**config.mk**
```make
export PLATFORM = sky130hd
export DESIGN_NAME = clock_speed_and_usb_pll_control
export DESIGN_NICKNAME = d
export VERILOG_FILES = /design/src/clock_speed_pkg.sv /design/src/clock_speed_and_usb_pll_control.sv
export VERILOG_INCLUDE_DIRS = /design/src
export SDC_FILE = /design/constraint.sdc
export NUM_CORES = 1
export LEC_CHECK = 0
export ABC_AREA = 1
export BUFFER_PORTS_ARGS = -buffer_cell sky130_fd_sc_hd__buf_2
export CAP_MARGIN = 20
export CORE_MARGIN = 2
export CORE_UTILIZATION = 57
export DETAILED_ROUTE_END_ITERATION = 10
export PLACE_DENSITY = 0.79
export SETUP_SLACK_MARGIN = 0.5
export SLEW_MARGIN = 10
export SYNTH_ARGS = -nofsm -noshare
export SYNTH_HDL_FRONTEND = slang
export SYNTH_SLANG_ARGS = --single-unit
export TNS_END_PERCENT = 100
```
**constraint.sdc**
```tcl
create_clock -name mclk_in -period 2.15 [get_ports mclk_in]
set_clock_uncertainty 0.2 [all_clocks]
set_input_delay 0.43 -clock mclk_in [delete_from_list [all_inputs] [get_ports mclk_in]]
set_output_delay 0.43 -clock mclk_in [all_outputs]
set_load 0.03 [all_outputs]
```
**src/clock_speed_defs.svh**
```systemverilog
`ifndef CLOCK_SPEED_DEFS_SVH
`define CLOCK_SPEED_DEFS_SVH
// ************************************************************
// special function register addresses
// ************************************************************
`define CLK_SFR_SPEED_A 8'h8f
`define CLK_SFR_LOOP_CTRL 8'ha3
`define CLK_SFR_LOOP_DIV 8'ha4
`define CLK_SFR_SPEED_B 8'haf
// ************************************************************
// field positions
// ************************************************************
`define CLK_BIT_DOUBLE 0
`define CLK_BIT_T0 1
`define CLK_BIT_T1 2
`define CLK_BIT_T2 3
`define CLK_BIT_SERIAL 4
`define CLK_BIT_CARRAY 5
`define CLK_BIT_WDOG 6
`define CLK_BIT_TWI 7
`define CLK_BIT_SPI 0
`define CLK_BIT_LOCK 0
`define CLK_BIT_LOOP_EN 1
`define CLK_BIT_EXT_USB 2
// ************************************************************
// reset values and writable masks
// ************************************************************
`define CLK_RESET_VALUE 8'h00
`define CLK_MASK_SPEED_B 8'h01
`define CLK_MASK_LOOP_CTRL 8'h06
// ************************************************************
// oscillator periods per cycle, minus one
// ************************************************************
`define CLK_PER_SLOW_M1 4'hb
`define CLK_PER_DBL_M1 4'h5
`endif

```
**src/clock_speed_pkg.sv**
```systemverilog
package clock_speed_pkg;
    // peripheral enable index
    typedef enum logic [2:0] {
        PER_SERIAL, PER_T0, PER_T1, PER_T2, PER_SPI, PER_TWI, PER_WDOG, PER_CARRAY
    } periph_idx_t;
endpackage

```
**src/clock_speed_and_usb_pll_control.sv**
```systemverilog
// Contract
// - double speed bit: 6 else 12 periods
// - serial speed bit picks 6/12 when double
// - timer two speed bit picks 6/12
// - timer one speed bit picks 6/12
// - timer zero speed bit picks 6/12
// - spi speed bit picks 6/12
// - reserved bits read as zero
// - external clock select bypasses loop, oscillator off
// - otherwise loop clock used, oscillator on
// - loop enable starts and stops loop
// - lock flag follows hardware lock only
// - divider packs feedback high, reference low
// - all special function registers reset to zero, oscillator enable resets to one
// - twi, watchdog, counter array pick 6/12
`include "clock_speed_defs.svh"
`timescale 1ns/1ns
`default_nettype none
module clock_speed_and_usb_pll_control (
    // clock and reset
    input wire logic mclk_in,
    input wire logic sys_rst_in,
    // special function register port
    input wire logic [7:0] sfr_addr_in,
    input wire logic [7:0] sfr_wdata_in,
    input wire logic sfr_wr_in,
    input wire logic sfr_rd_in,
    output logic [7:0] sfr_rdata_out,
    // analog loop interface
    input wire logic loop_lock_in,
    output logic loop_enable_out,
    output logic [3:0] feedback_divider_out,
    output logic [3:0] reference_divider_out,
    // usb clock source steering
    output logic external_usb_clock_select_out,
    output logic osc_enable_out,
    // machine and peripheral cycle strobes
    output logic cpu_cycle_en_out,
    output logic [7:0] periph_cycle_en_out
);
    // ************************************************************
    // registers
    // ************************************************************
    logic [7:0] speed_a_r; // clock speed control a
    logic [7:0] speed_b_r; // clock speed control b
    logic [2:1] loop_ctrl_r; // external select and loop enable
    logic [7:0] loop_div_r; // feedback and reference dividers
    logic lock_meta_r; // lock synchroniser first stage
    logic lock_sync_r; // lock synchroniser second stage
    logic [3:0] cpu_cnt_r; // machine cycle period counter
    logic [3:0] per_cnt_r [8]; // peripheral period counters
    logic [7:0] per_slow_r; // per-peripheral twelve-period choice
    logic [7:0] per_en_r; // peripheral cycle strobes
    logic cpu_en_r; // machine cycle strobe
    logic [7:0] rdata_r; // read data
    logic osc_en_r; // crystal oscillator enable, off while the external clock is used
    logic dbl; // double speed active
    logic [7:0] slow_sel; // raw per-peripheral speed bits
    assign dbl = speed_a_r[`CLK_BIT_DOUBLE];
    always_comb begin
        slow_sel = 8'h00;
        slow_sel[clock_speed_pkg::PER_SERIAL] = speed_a_r[`CLK_BIT_SERIAL];
        slow_sel[clock_speed_pkg::PER_T0] = speed_a_r[`CLK_BIT_T0];
        slow_sel[clock_speed_pkg::PER_T1] = speed_a_r[`CLK_BIT_T1];
        slow_sel[clock_speed_pkg::PER_T2] = speed_a_r[`CLK_BIT_T2];
        slow_sel[clock_speed_pkg::PER_SPI] = speed_b_r[`CLK_BIT_SPI];
        slow_sel[clock_speed_pkg::PER_TWI] = speed_a_r[`CLK_BIT_TWI];
        slow_sel[clock_speed_pkg::PER_WDOG] = speed_a_r[`CLK_BIT_WDOG];
        slow_sel[clock_speed_pkg::PER_CARRAY] = speed_a_r[`CLK_BIT_CARRAY];
    end
    // ************************************************************
    // register writes
    // ************************************************************
    // software writes; reserved bits are masked off, never stored
    always_ff @(posedge mclk_in) begin
        if (sys_rst_in) begin
            speed_a_r <= `CLK_RESET_VALUE;
            speed_b_r <= `CLK_RESET_VALUE;
            loop_ctrl_r <= 2'b00;
            loop_div_r <= `CLK_RESET_VALUE;
            osc_en_r <= 1'b1;
        end else if (sfr_wr_in) begin
            case (sfr_addr_in)
                `CLK_SFR_SPEED_A: speed_a_r <= sfr_wdata_in;
                `CLK_SFR_SPEED_B: speed_b_r <= sfr_wdata_in & `CLK_MASK_SPEED_B;
                `CLK_SFR_LOOP_CTRL: begin
                    loop_ctrl_r <= sfr_wdata_in[2:1];
                    // oscillator follows the source choice in the same edge
                    osc_en_r <= ~sfr_wdata_in[`CLK_BIT_EXT_USB];
                end
                `CLK_SFR_LOOP_DIV: loop_div_r <= sfr_wdata_in;
                default: begin
                end
            endcase
        end
    end
    // ************************************************************
    // lock synchroniser
    // ************************************************************
    // lock comes from the analog loop, outside this clock domain
    always_ff @(posedge mclk_in) begin
        if (sys_rst_in) begin
            lock_meta_r <= 1'b0;
            lock_sync_r <= 1'b0;
        end else begin
            lock_meta_r <= loop_lock_in;
            lock_sync_r <= lock_meta_r;
        end
    end
    // ************************************************************
    // read port
    // ************************************************************
    // registered read; unknown addresses and reserved bits give zero
    always_ff @(posedge mclk_in) begin
        if (sys_rst_in) begin
            rdata_r <= 8'h00;
        end else if (sfr_rd_in) begin
            case (sfr_addr_in)
                `CLK_SFR_SPEED_A: rdata_r <= speed_a_r;
                `CLK_SFR_SPEED_B: rdata_r <= speed_b_r;
                `CLK_SFR_LOOP_CTRL: rdata_r <= {5'b00000, loop_ctrl_r, lock_sync_r};
                `CLK_SFR_LOOP_DIV: rdata_r <= loop_div_r;
                default: rdata_r <= 8'h00;
            endcase
        end
    end
    // ************************************************************
    // machine cycle timing
    // ************************************************************
    // counter reloads at the end of each cycle with the current mode
    always_ff @(posedge mclk_in) begin
        if (sys_rst_in) begin
            cpu_cnt_r <= `CLK_PER_SLOW_M1;
            cpu_en_r <= 1'b0;
        end else if (cpu_cnt_r == 4'h0) begin
            cpu_cnt_r <= dbl ? `CLK_PER_DBL_M1 : `CLK_PER_SLOW_M1;
            cpu_en_r <= 1'b1;
        end else begin
            cpu_cnt_r <= cpu_cnt_r - 4'h1;
            cpu_en_r <= 1'b0;
        end
    end
    // ************************************************************
    // peripheral cycle timing
    // ************************************************************
    // the speed choice is sampled only at a cycle boundary so a
    // change never shortens a cycle in progress
    always_ff @(posedge mclk_in) begin
        if (sys_rst_in) begin
            for (int i = 0; i < 8; i++) begin
                per_cnt_r[i] <= `CLK_PER_SLOW_M1;
            end
            per_slow_r <= 8'hff;
            per_en_r <= 8'h00;
        end else begin
            for (int i = 0; i < 8; i++) begin
                if (per_cnt_r[i] == 4'h0) begin
                    per_slow_r[i] <= ~dbl | slow_sel[i];
                    per_cnt_r[i] <= (~dbl | slow_sel[i]) ? `CLK_PER_SLOW_M1
                                                         : `CLK_PER_DBL_M1;
                    per_en_r[i] <= 1'b1;
                end else begin
                    per_cnt_r[i] <= per_cnt_r[i] - 4'h1;
                    per_en_r[i] <= 1'b0;
                end
            end
        end
    end
    // ************************************************************
    // outputs
    // ************************************************************
    assign sfr_rdata_out = rdata_r;
    assign loop_enable_out = loop_ctrl_r[`CLK_BIT_LOOP_EN];
    assign external_usb_clock_select_out = loop_ctrl_r[`CLK_BIT_EXT_USB];
    assign osc_enable_out = osc_en_r;
    assign feedback_divider_out = loop_div_r[7:4];
    assign reference_divider_out = loop_div_r[3:0];
    assign cpu_cycle_en_out = cpu_en_r;
    assign periph_cycle_en_out = per_en_r;
endmodule
`default_nettype wire

```
---- After elaboration in Yosys (flattened, before gate mapping) ----
Memories as Yosys holds them, arrays and structs flattened.
Cells that the tools add are included.
operators by class
  add/sub/neg operators ................... 9
  equal/unequal tests ..................... 4
  multiplexer cells ....................... 78
  bitwise operators ....................... 26
  reductions and logical operators ........ 13
operator list
  kind                 count
  $mux 4               26
  $mux 1               51
  $logic_not 4->1      9
  $sub 4x1->4 const B  9
  $eq 8x8->1 const B   4
  $pmux 8 s4           1
  $or 1x1->1           24
  $reduce_and 2->1     4
  $not 1->1            2
word-level totals
  bits in registers ....................... 43
  memory bits (writable) .................. 32
  input port bits ......................... 21
  word-level logic and storage cells ...... 142
  memories kept ........................... 1
memories
  memory     depth  bits a word  read ports  clocked after Yosys merged registers in  write ports  RTL line                               RTL
  per_cnt_r  8      4            8           0                                        8            clock_speed_and_usb_pll_control.sv:51  logic [3:0] per_cnt_r [8];

---- Longest topological paths before layout ----
Gate-level depths: netlist of the first run.
An unclocked memory read counts as a cell.
  depth in word-level cells ............... 7
  depth in mapped cells ................... 9
  gate-level depth less buffers ........... 8

---- Worst setup path before layout of the first run ----
OpenSTA, ideal clock, no wires.
  path kind ............................... reg-to-reg
  start ................................... memory per_cnt_r[3][0], in the netlist per_cnt_r[0][12]
  end ..................................... memory per_cnt_r[3][2], in the netlist per_cnt_r[0][14] (data pin)
  setup time .............................. 263 ps
  data arrival time ....................... 1068 ps
  setup slack ............................. 619 ps
  cell stages (with the launch flop) ...... 8
  path buffers ............................ 0
  period minus slack after synthesis ...... 1531 ps
  cell sequence ........................... edfxtp_1 inv_1 ha_1 nand2_1 nor2_1 inv_1 o21ai_0 a21oi_1
RTL lines
  item         RTL line
  from (decl)  clock_speed_and_usb_pll_control.sv:51

==> run metrics, run 1 <==
CTS H-tree lvls=3; port buffer count=48; CP startpoint kind=flop; Final Util=72.9%; most common cell in the netlist=inv_1; Worst-path clk slew=0.07 ns; CP required=2.04 ns; Slowest cell on crit path=edfxtp_1; setup violators final=0; syn avg cell area=8.83 um^2; achievable clock frequency=622 MHz; die area=6670 um^2; initial antenna violation count=0; final std cells w/o fill=566; setup TNS=0 ns; Post-Syn Instances=389; clock root buffer=clkbuf_8; clock tree buffer depth=2; hold_ws=0.102 ns; Worst-Skew Late Latency=0.34 ns; critical path arrival=1.50 ns; Starting Density=roughly 58%; Yosys top cell area share=28.0%; Pins Over Slew Limit=0; CTS sink count=75; RSZ-0062 raised after global routing=false; WL final=7100 um; via/cell ratio=4.98; Post-synth EDFFs=32; top post-synthesis cells by area=edfxtp_1 28%, dfxtp_1 25%, inv_1 6.8%, nand2_1 5.6%, nand3_1 4.8%; main flop type after synthesis=dfxtp_1; Cell Pwr Density=666 nW/um^2; asr flop ratio synth=0%; fraction of layout cells with a size suffix above 1=31.4%; highest metal used=met4; crit path kind=reg -> reg; Num CTS Buffers=9; All-Layer GR Usage=21.4%; status=finished clean; gpl congestion=0.856; total placed cells including tap cells=537; Die Ht=81.6 um; Routed WL per cell=12.5 um; total vias in the final route=~2,800; post-synthesis sequential area ratio=53.0%; Worst VDD drop=0.474 mV; Die Width=81.6 um; final antenna-violating net count=0; IO Count=49; mapped cell area=3440 um^2; final hold viol count=0; min Tclk post-route=around 1.6 ns; worst hold path type=in -> reg; DRT met1 WL=2990 um; CORE AREA=5890 um^2; First-pass DRT Iterations=4; CP Cell Sequence=inv_2, ha_2, nand2_2, nor2_4, inv_2, o21ai_2, a21oi_1; Worst setup EP type=flop; met2 WL post-DR=3570 um; post-route DRC violation count=0; Final nets=516; Lkg Pwr=between 1.5 and 2 nW; most frequent CP cell=inv_2; crit-path max FO=3; number of synthesized register bits=75; Syn-to-layout area delta=24.9%; top cell types by occurrence after synthesis=62 x inv_1, 51 x nand2_1, 43 x dfxtp_1, 33 x nand3_1, 33 x o21ai_0; CTS tree=built; hpwl dp=5050 um; YS warnings=0; FP Rows=28; Initial DRC Count=approximately 120; # hold bufs at CTS=0; largest net degree at the start of global routing=19; first-pass GRT wire length=10,800 um; leading area contributor after synthesis=edfxtp_1; max cap viols=0; Antenna Cells=0; worst stage delay on the critical path=between 0.4 and 0.5 ns; Synth cell types=31; Final period util=74.7%; routed wl met3=roughly 400 um; vias in the first global route=2,586; gr ovfl total=0; total power=between 2 and 3 mW
-- cell families after synthesis --
logic type	Yosys count	synth area share (%)
simple gates	142	19.8
compound gates	75	11.9
buf+inv	75	8.85
flops	75	53.0
xor+xnor	12	3.06
fa+ha+maj	9	3.28
other cells	1	0.109
-- through the flow --
step / cell area, um^2 / setup WS (ns)
after floorplan: 3550 / 0.619
after global placement: 3850 / 0.389
after detailed placement: 3850 / 0.306
after CTS: 4070 / 0.486
after global routing: 4290 / 0.445
final: 4290 / 0.543
-- worst paths after layout --
| kind | from | endpoint | slack, ns | cells after the start |
|---|---|---|---|---|
| max | per_cnt_r[0][12] | per_cnt_r[0][14] | 0.54 | 7 |
| min | loop_lock_in | lock_meta_r | 0.10 | 3 |
| max reg2reg | per_cnt_r[0][12] | per_cnt_r[0][14] | 0.54 | 7 |
| min reg2reg | lock_meta_r | lock_sync_r | 0.22 | 2 |
-- repair_timing --
item,CTS,global route
buffers inserted,1,11
cloned,0,1
endpoints found under the setup margin,16,22
pin swaps,1,13
gates resized for setup,10,56
-- power by group --
part	switching, mW	internal [mW]
combinational	0.147	0.0897
clock	0.496	0.563
sequential	0.0248	1.54
-- flip-flops by register name, summed over array words and instances (netlist names), 2 cells and up --
name                 flops
cpu_cnt_r                4
loop_ctrl_r              2
loop_div_r               8
per_cnt_r               32
periph_cycle_en_out      8
sfr_rdata_out            8
speed_a_r                8
-- layout make-up --
type | count | area (um^2)
Clock inverter | 5 | 52.6
Sequential cell | 75 | 1820
Inverter | 66 | 255
Timing Repair Buffer | 63 | 353
Tap cell | 75 | 93.8
Fill cell | 476 | 1590
Timing Repair inverter | 1 | 5.00
Clock buffer | 11 | 141
Multi-Input combinational cell | 270 | 1570
-- layout by cell type, fill, tap and decap left out, types with 8 or more instances in the layout --
master / n
clkbuf_8: 10
nand2_1: 46
inv_2: 15
buf_2: 48
nor2_1: 24
buf_4: 15
dfxtp_1: 42
edfxtp_1: 32
a21oi_1: 28
nor2_4: 8
o21ai_0: 20
nand3_1: 32
conb_1: 32
o21ai_2: 9
o21ai_1: 11
inv_1: 48
nand2_2: 15
-- worst max-delay path: cells and delay by family (launching register included) --
kind | cells | cell delay [ns]
AOI/OAI and AO/OA | 2 | 0.22
DFF | 1 | 0.41
adders and majority gates | 1 | 0.18
buffers and inverters | 2 | 0.14
and+or+nand+nor | 2 | 0.21
-- layer usage --
metal  vias to the layer above  global-route usage, %
met2                        74                   36.5
li1                       1426                      -
met4                         0                   6.67
met1                      1308                   26.6
met5                         -                      0
met3                        13                   5.49
No activity file was read; power rests on OpenSTA's default activity.
==> run 2, diff against run 1 <==
--- a/config.mk
+++ b/config.mk
@@ -10,9 +10,9 @@
 export BUFFER_PORTS_ARGS = -buffer_cell sky130_fd_sc_hd__buf_2
 export CAP_MARGIN = 20
 export CORE_MARGIN = 2
-export CORE_UTILIZATION = 57
+export CORE_UTILIZATION = 51
 export DETAILED_ROUTE_END_ITERATION = 10
-export PLACE_DENSITY = 0.79
+export PLACE_DENSITY = 0.75
 export SETUP_SLACK_MARGIN = 0.5
 export SLEW_MARGIN = 10
 export SYNTH_ARGS = -nofsm -noshare
==> constraint.sdc (replaced) <==
create_clock -name mclk_in -period 1.4 [get_ports mclk_in]
set_clock_uncertainty 0.2 [all_clocks]
set_input_delay 0.28 -clock mclk_in [delete_from_list [all_inputs] [get_ports mclk_in]]
set_output_delay 0.28 -clock mclk_in [all_outputs]
set_load 0.03 [all_outputs]
==> run 2 against run 1 <==
Net effect: the run now ends with hold timing, setup timing left; non-clock buffer count increased by 88; combinational power grew to 3.3 times the previous value; design area increased by 45%; global-route usage is 8.4 points higher; critical path depth grew 1; via count increased by 45%.
==> run metrics, run 2 (synthesis results as in run 1) <==
hpwl dp=between 5000 and 6000 um; Starting Density=53.5%; FF-to-FF Start=per_cnt_r[1][0]; hold_ws=-0.0482 ns; largest net degree at the start of global routing=19; total vias in the final route=4,082; Final period util=123%; commonest non-fill, non-tap cell in the layout=buf_6; hold_sp=loop_lock_in; Multi-input gate area=2310 um^2; RSZ-0062 raised after global routing=true; most frequent cells in the layout=77 x buf_6, 55 x buf_4, 32 x dfxtp_2, 32 x edfxtp_1, 32 x conb_1; total placed cells including tap cells=a little under 600; Area after DPL=4440 um^2; Worst setup EP type=flop; via/cell ratio=6.21; initial antenna violation count=0; gr ovfl total=0; clock tree buffer depth=2; fin area=6220 um^2; setup TNS=-6.25 ns; Worst-path clk slew=0.08 ns; hold path depth=3; crit-path max FO=2; min Tclk post-route=1.72 ns; Pins Over Slew Limit=0; crit path kind=reg -> reg; port buffer count=48; Num CTS Buffers=9; WHS Endpoint=lock_meta_r; Antenna Cells=0; fraction of layout cells with a size suffix above 1=about 70%; gpl congestion=0.793; status=complete, but fails checks; Die Ht=86.1 um; total power=5.16 mW; vias in the first global route=3,537; Worst VDD drop=a little over 0.9 mV; final antenna-violating net count=0; achievable clock frequency=581 MHz; CP startpoint kind=flop; Die Width=86.1 um; final worst setup slack=-0.320 ns; critical path arrival=1.71 ns; Final nets=605; All-Layer GR Usage=29.8%; CP required=about 1.4 ns; worst hold path type=in -> reg; Routed WL per cell=approximately 26 um; Lkg Pwr=~2.7 nW; final std cells w/o fill=~660; Seq. cell area=between 1500 and 2000 um^2; Setup WS pre-CTS=-0.233 ns; Worst-Skew Late Latency=0.38 ns; final hold viol count=1; Initial DRC Count=about 320; First-pass DRT Iterations=7; max cap viols=0; CTS tree=built; Fill cells=110; CTS sink count=75; Final Util=96.9%; cells on worst reg2reg path=8; first-pass GRT wire length=16,800 um; CORE AREA=around 6400 um^2; CTS H-tree lvls=3; WL final=16,900 um; post-route DRC violation count=0; Cell Pwr Density=829 nW/um^2; Biggest register=per_cnt_r; Syn-to-layout area delta=81.2%; die area=7410 um^2; max reg flops=32; clock root buffer=clkbuf_8; R2R setup slack=-0.32 ns; failing checks=hold timing, setup timing; Reg-to-Reg End=per_cnt_r[1][1]; FP Rows=29; setup violators final=40; IO Count=49
-- run 2: cell types whose count changed in the layout (fill, tap and decap cells not counted), moves of 20 or more --
cell,change
a21oi_2,+20
inv_1,-22
dfxtp_1,-31
buf_4,+40
buf_6,+77
buf_2,-35
nand2_1,-22
nand3_1,-25
dfxtp_2,+31
a21oi_1,-21
-- run 2: cell type report --
cell class	instances	area share, %
multi-input combinational	272	37.1
sequential	75	29.9
timing repair buffer	151	23.3
inverter	66	4.70
clock buffer	9	1.99
tap	77	1.55
clock inverter	7	1.47
-- run 2: worst max-delay path by stage --
stage / from / endpoint / slack, ns / cells past startpoint
after detailed placement: per_cnt_r[1][4] / per_cnt_r[1][7] / -0.23 / 6
after floorplan: per_cnt_r[0][12] / per_cnt_r[0][14] / -0.08 / 7
after global routing: per_cnt_r[1][0] / per_cnt_r[1][1] / -0.33 / 8
after CTS: per_cnt_r[1][4] / per_cnt_r[1][7] / -0.14 / 6
final: per_cnt_r[1][0] / per_cnt_r[1][1] / -0.32 / 8
after global placement: per_cnt_r[1][4] / per_cnt_r[1][7] / -0.19 / 6
-- run 2: routing by layer --
layer	share of wire, %	GRT usage [%]	routed length, um	up-vias
met5	0	0	0	-
met4	9.0	18.0	1520	0
met3	9.8	5.49	1650	155
met2	48	53.1	8110	405
met1	33	32.7	5590	1911
li1	-	-	-	1611
-- run 2: critical path, stage by stage, from the launching register on --
cell and delay [ns]:
edfxtp_1 0.42, inv_2 0.11, ha_4 0.16, nand2_4 0.06
nor2_4 0.11, inv_2 0.06, o21ai_2 0.15, inv_1 0.11
o21ai_1 0.15
-- run 2: where the power goes --
part | total (mW) | switching, mW | leakage (nW) | internal (mW)
Sequential | 2.42 | 0.0612 | 0.653 | 2.36
Clock | 1.96 | 0.955 | 0.111 | 1.00
Combinational | 0.781 | 0.466 | 1.90 | 0.315
-- run 2: what timing repair did --
action | 4_1_cts | 5_1_grt
buffers inserted | 30 | 31
pin swaps | 55 | 66
resized for setup | 188 | 112
setup endpoints to repair | 101 | 101
endpoints found under the hold margin | 7 | 2
gates cloned | 2 | 0
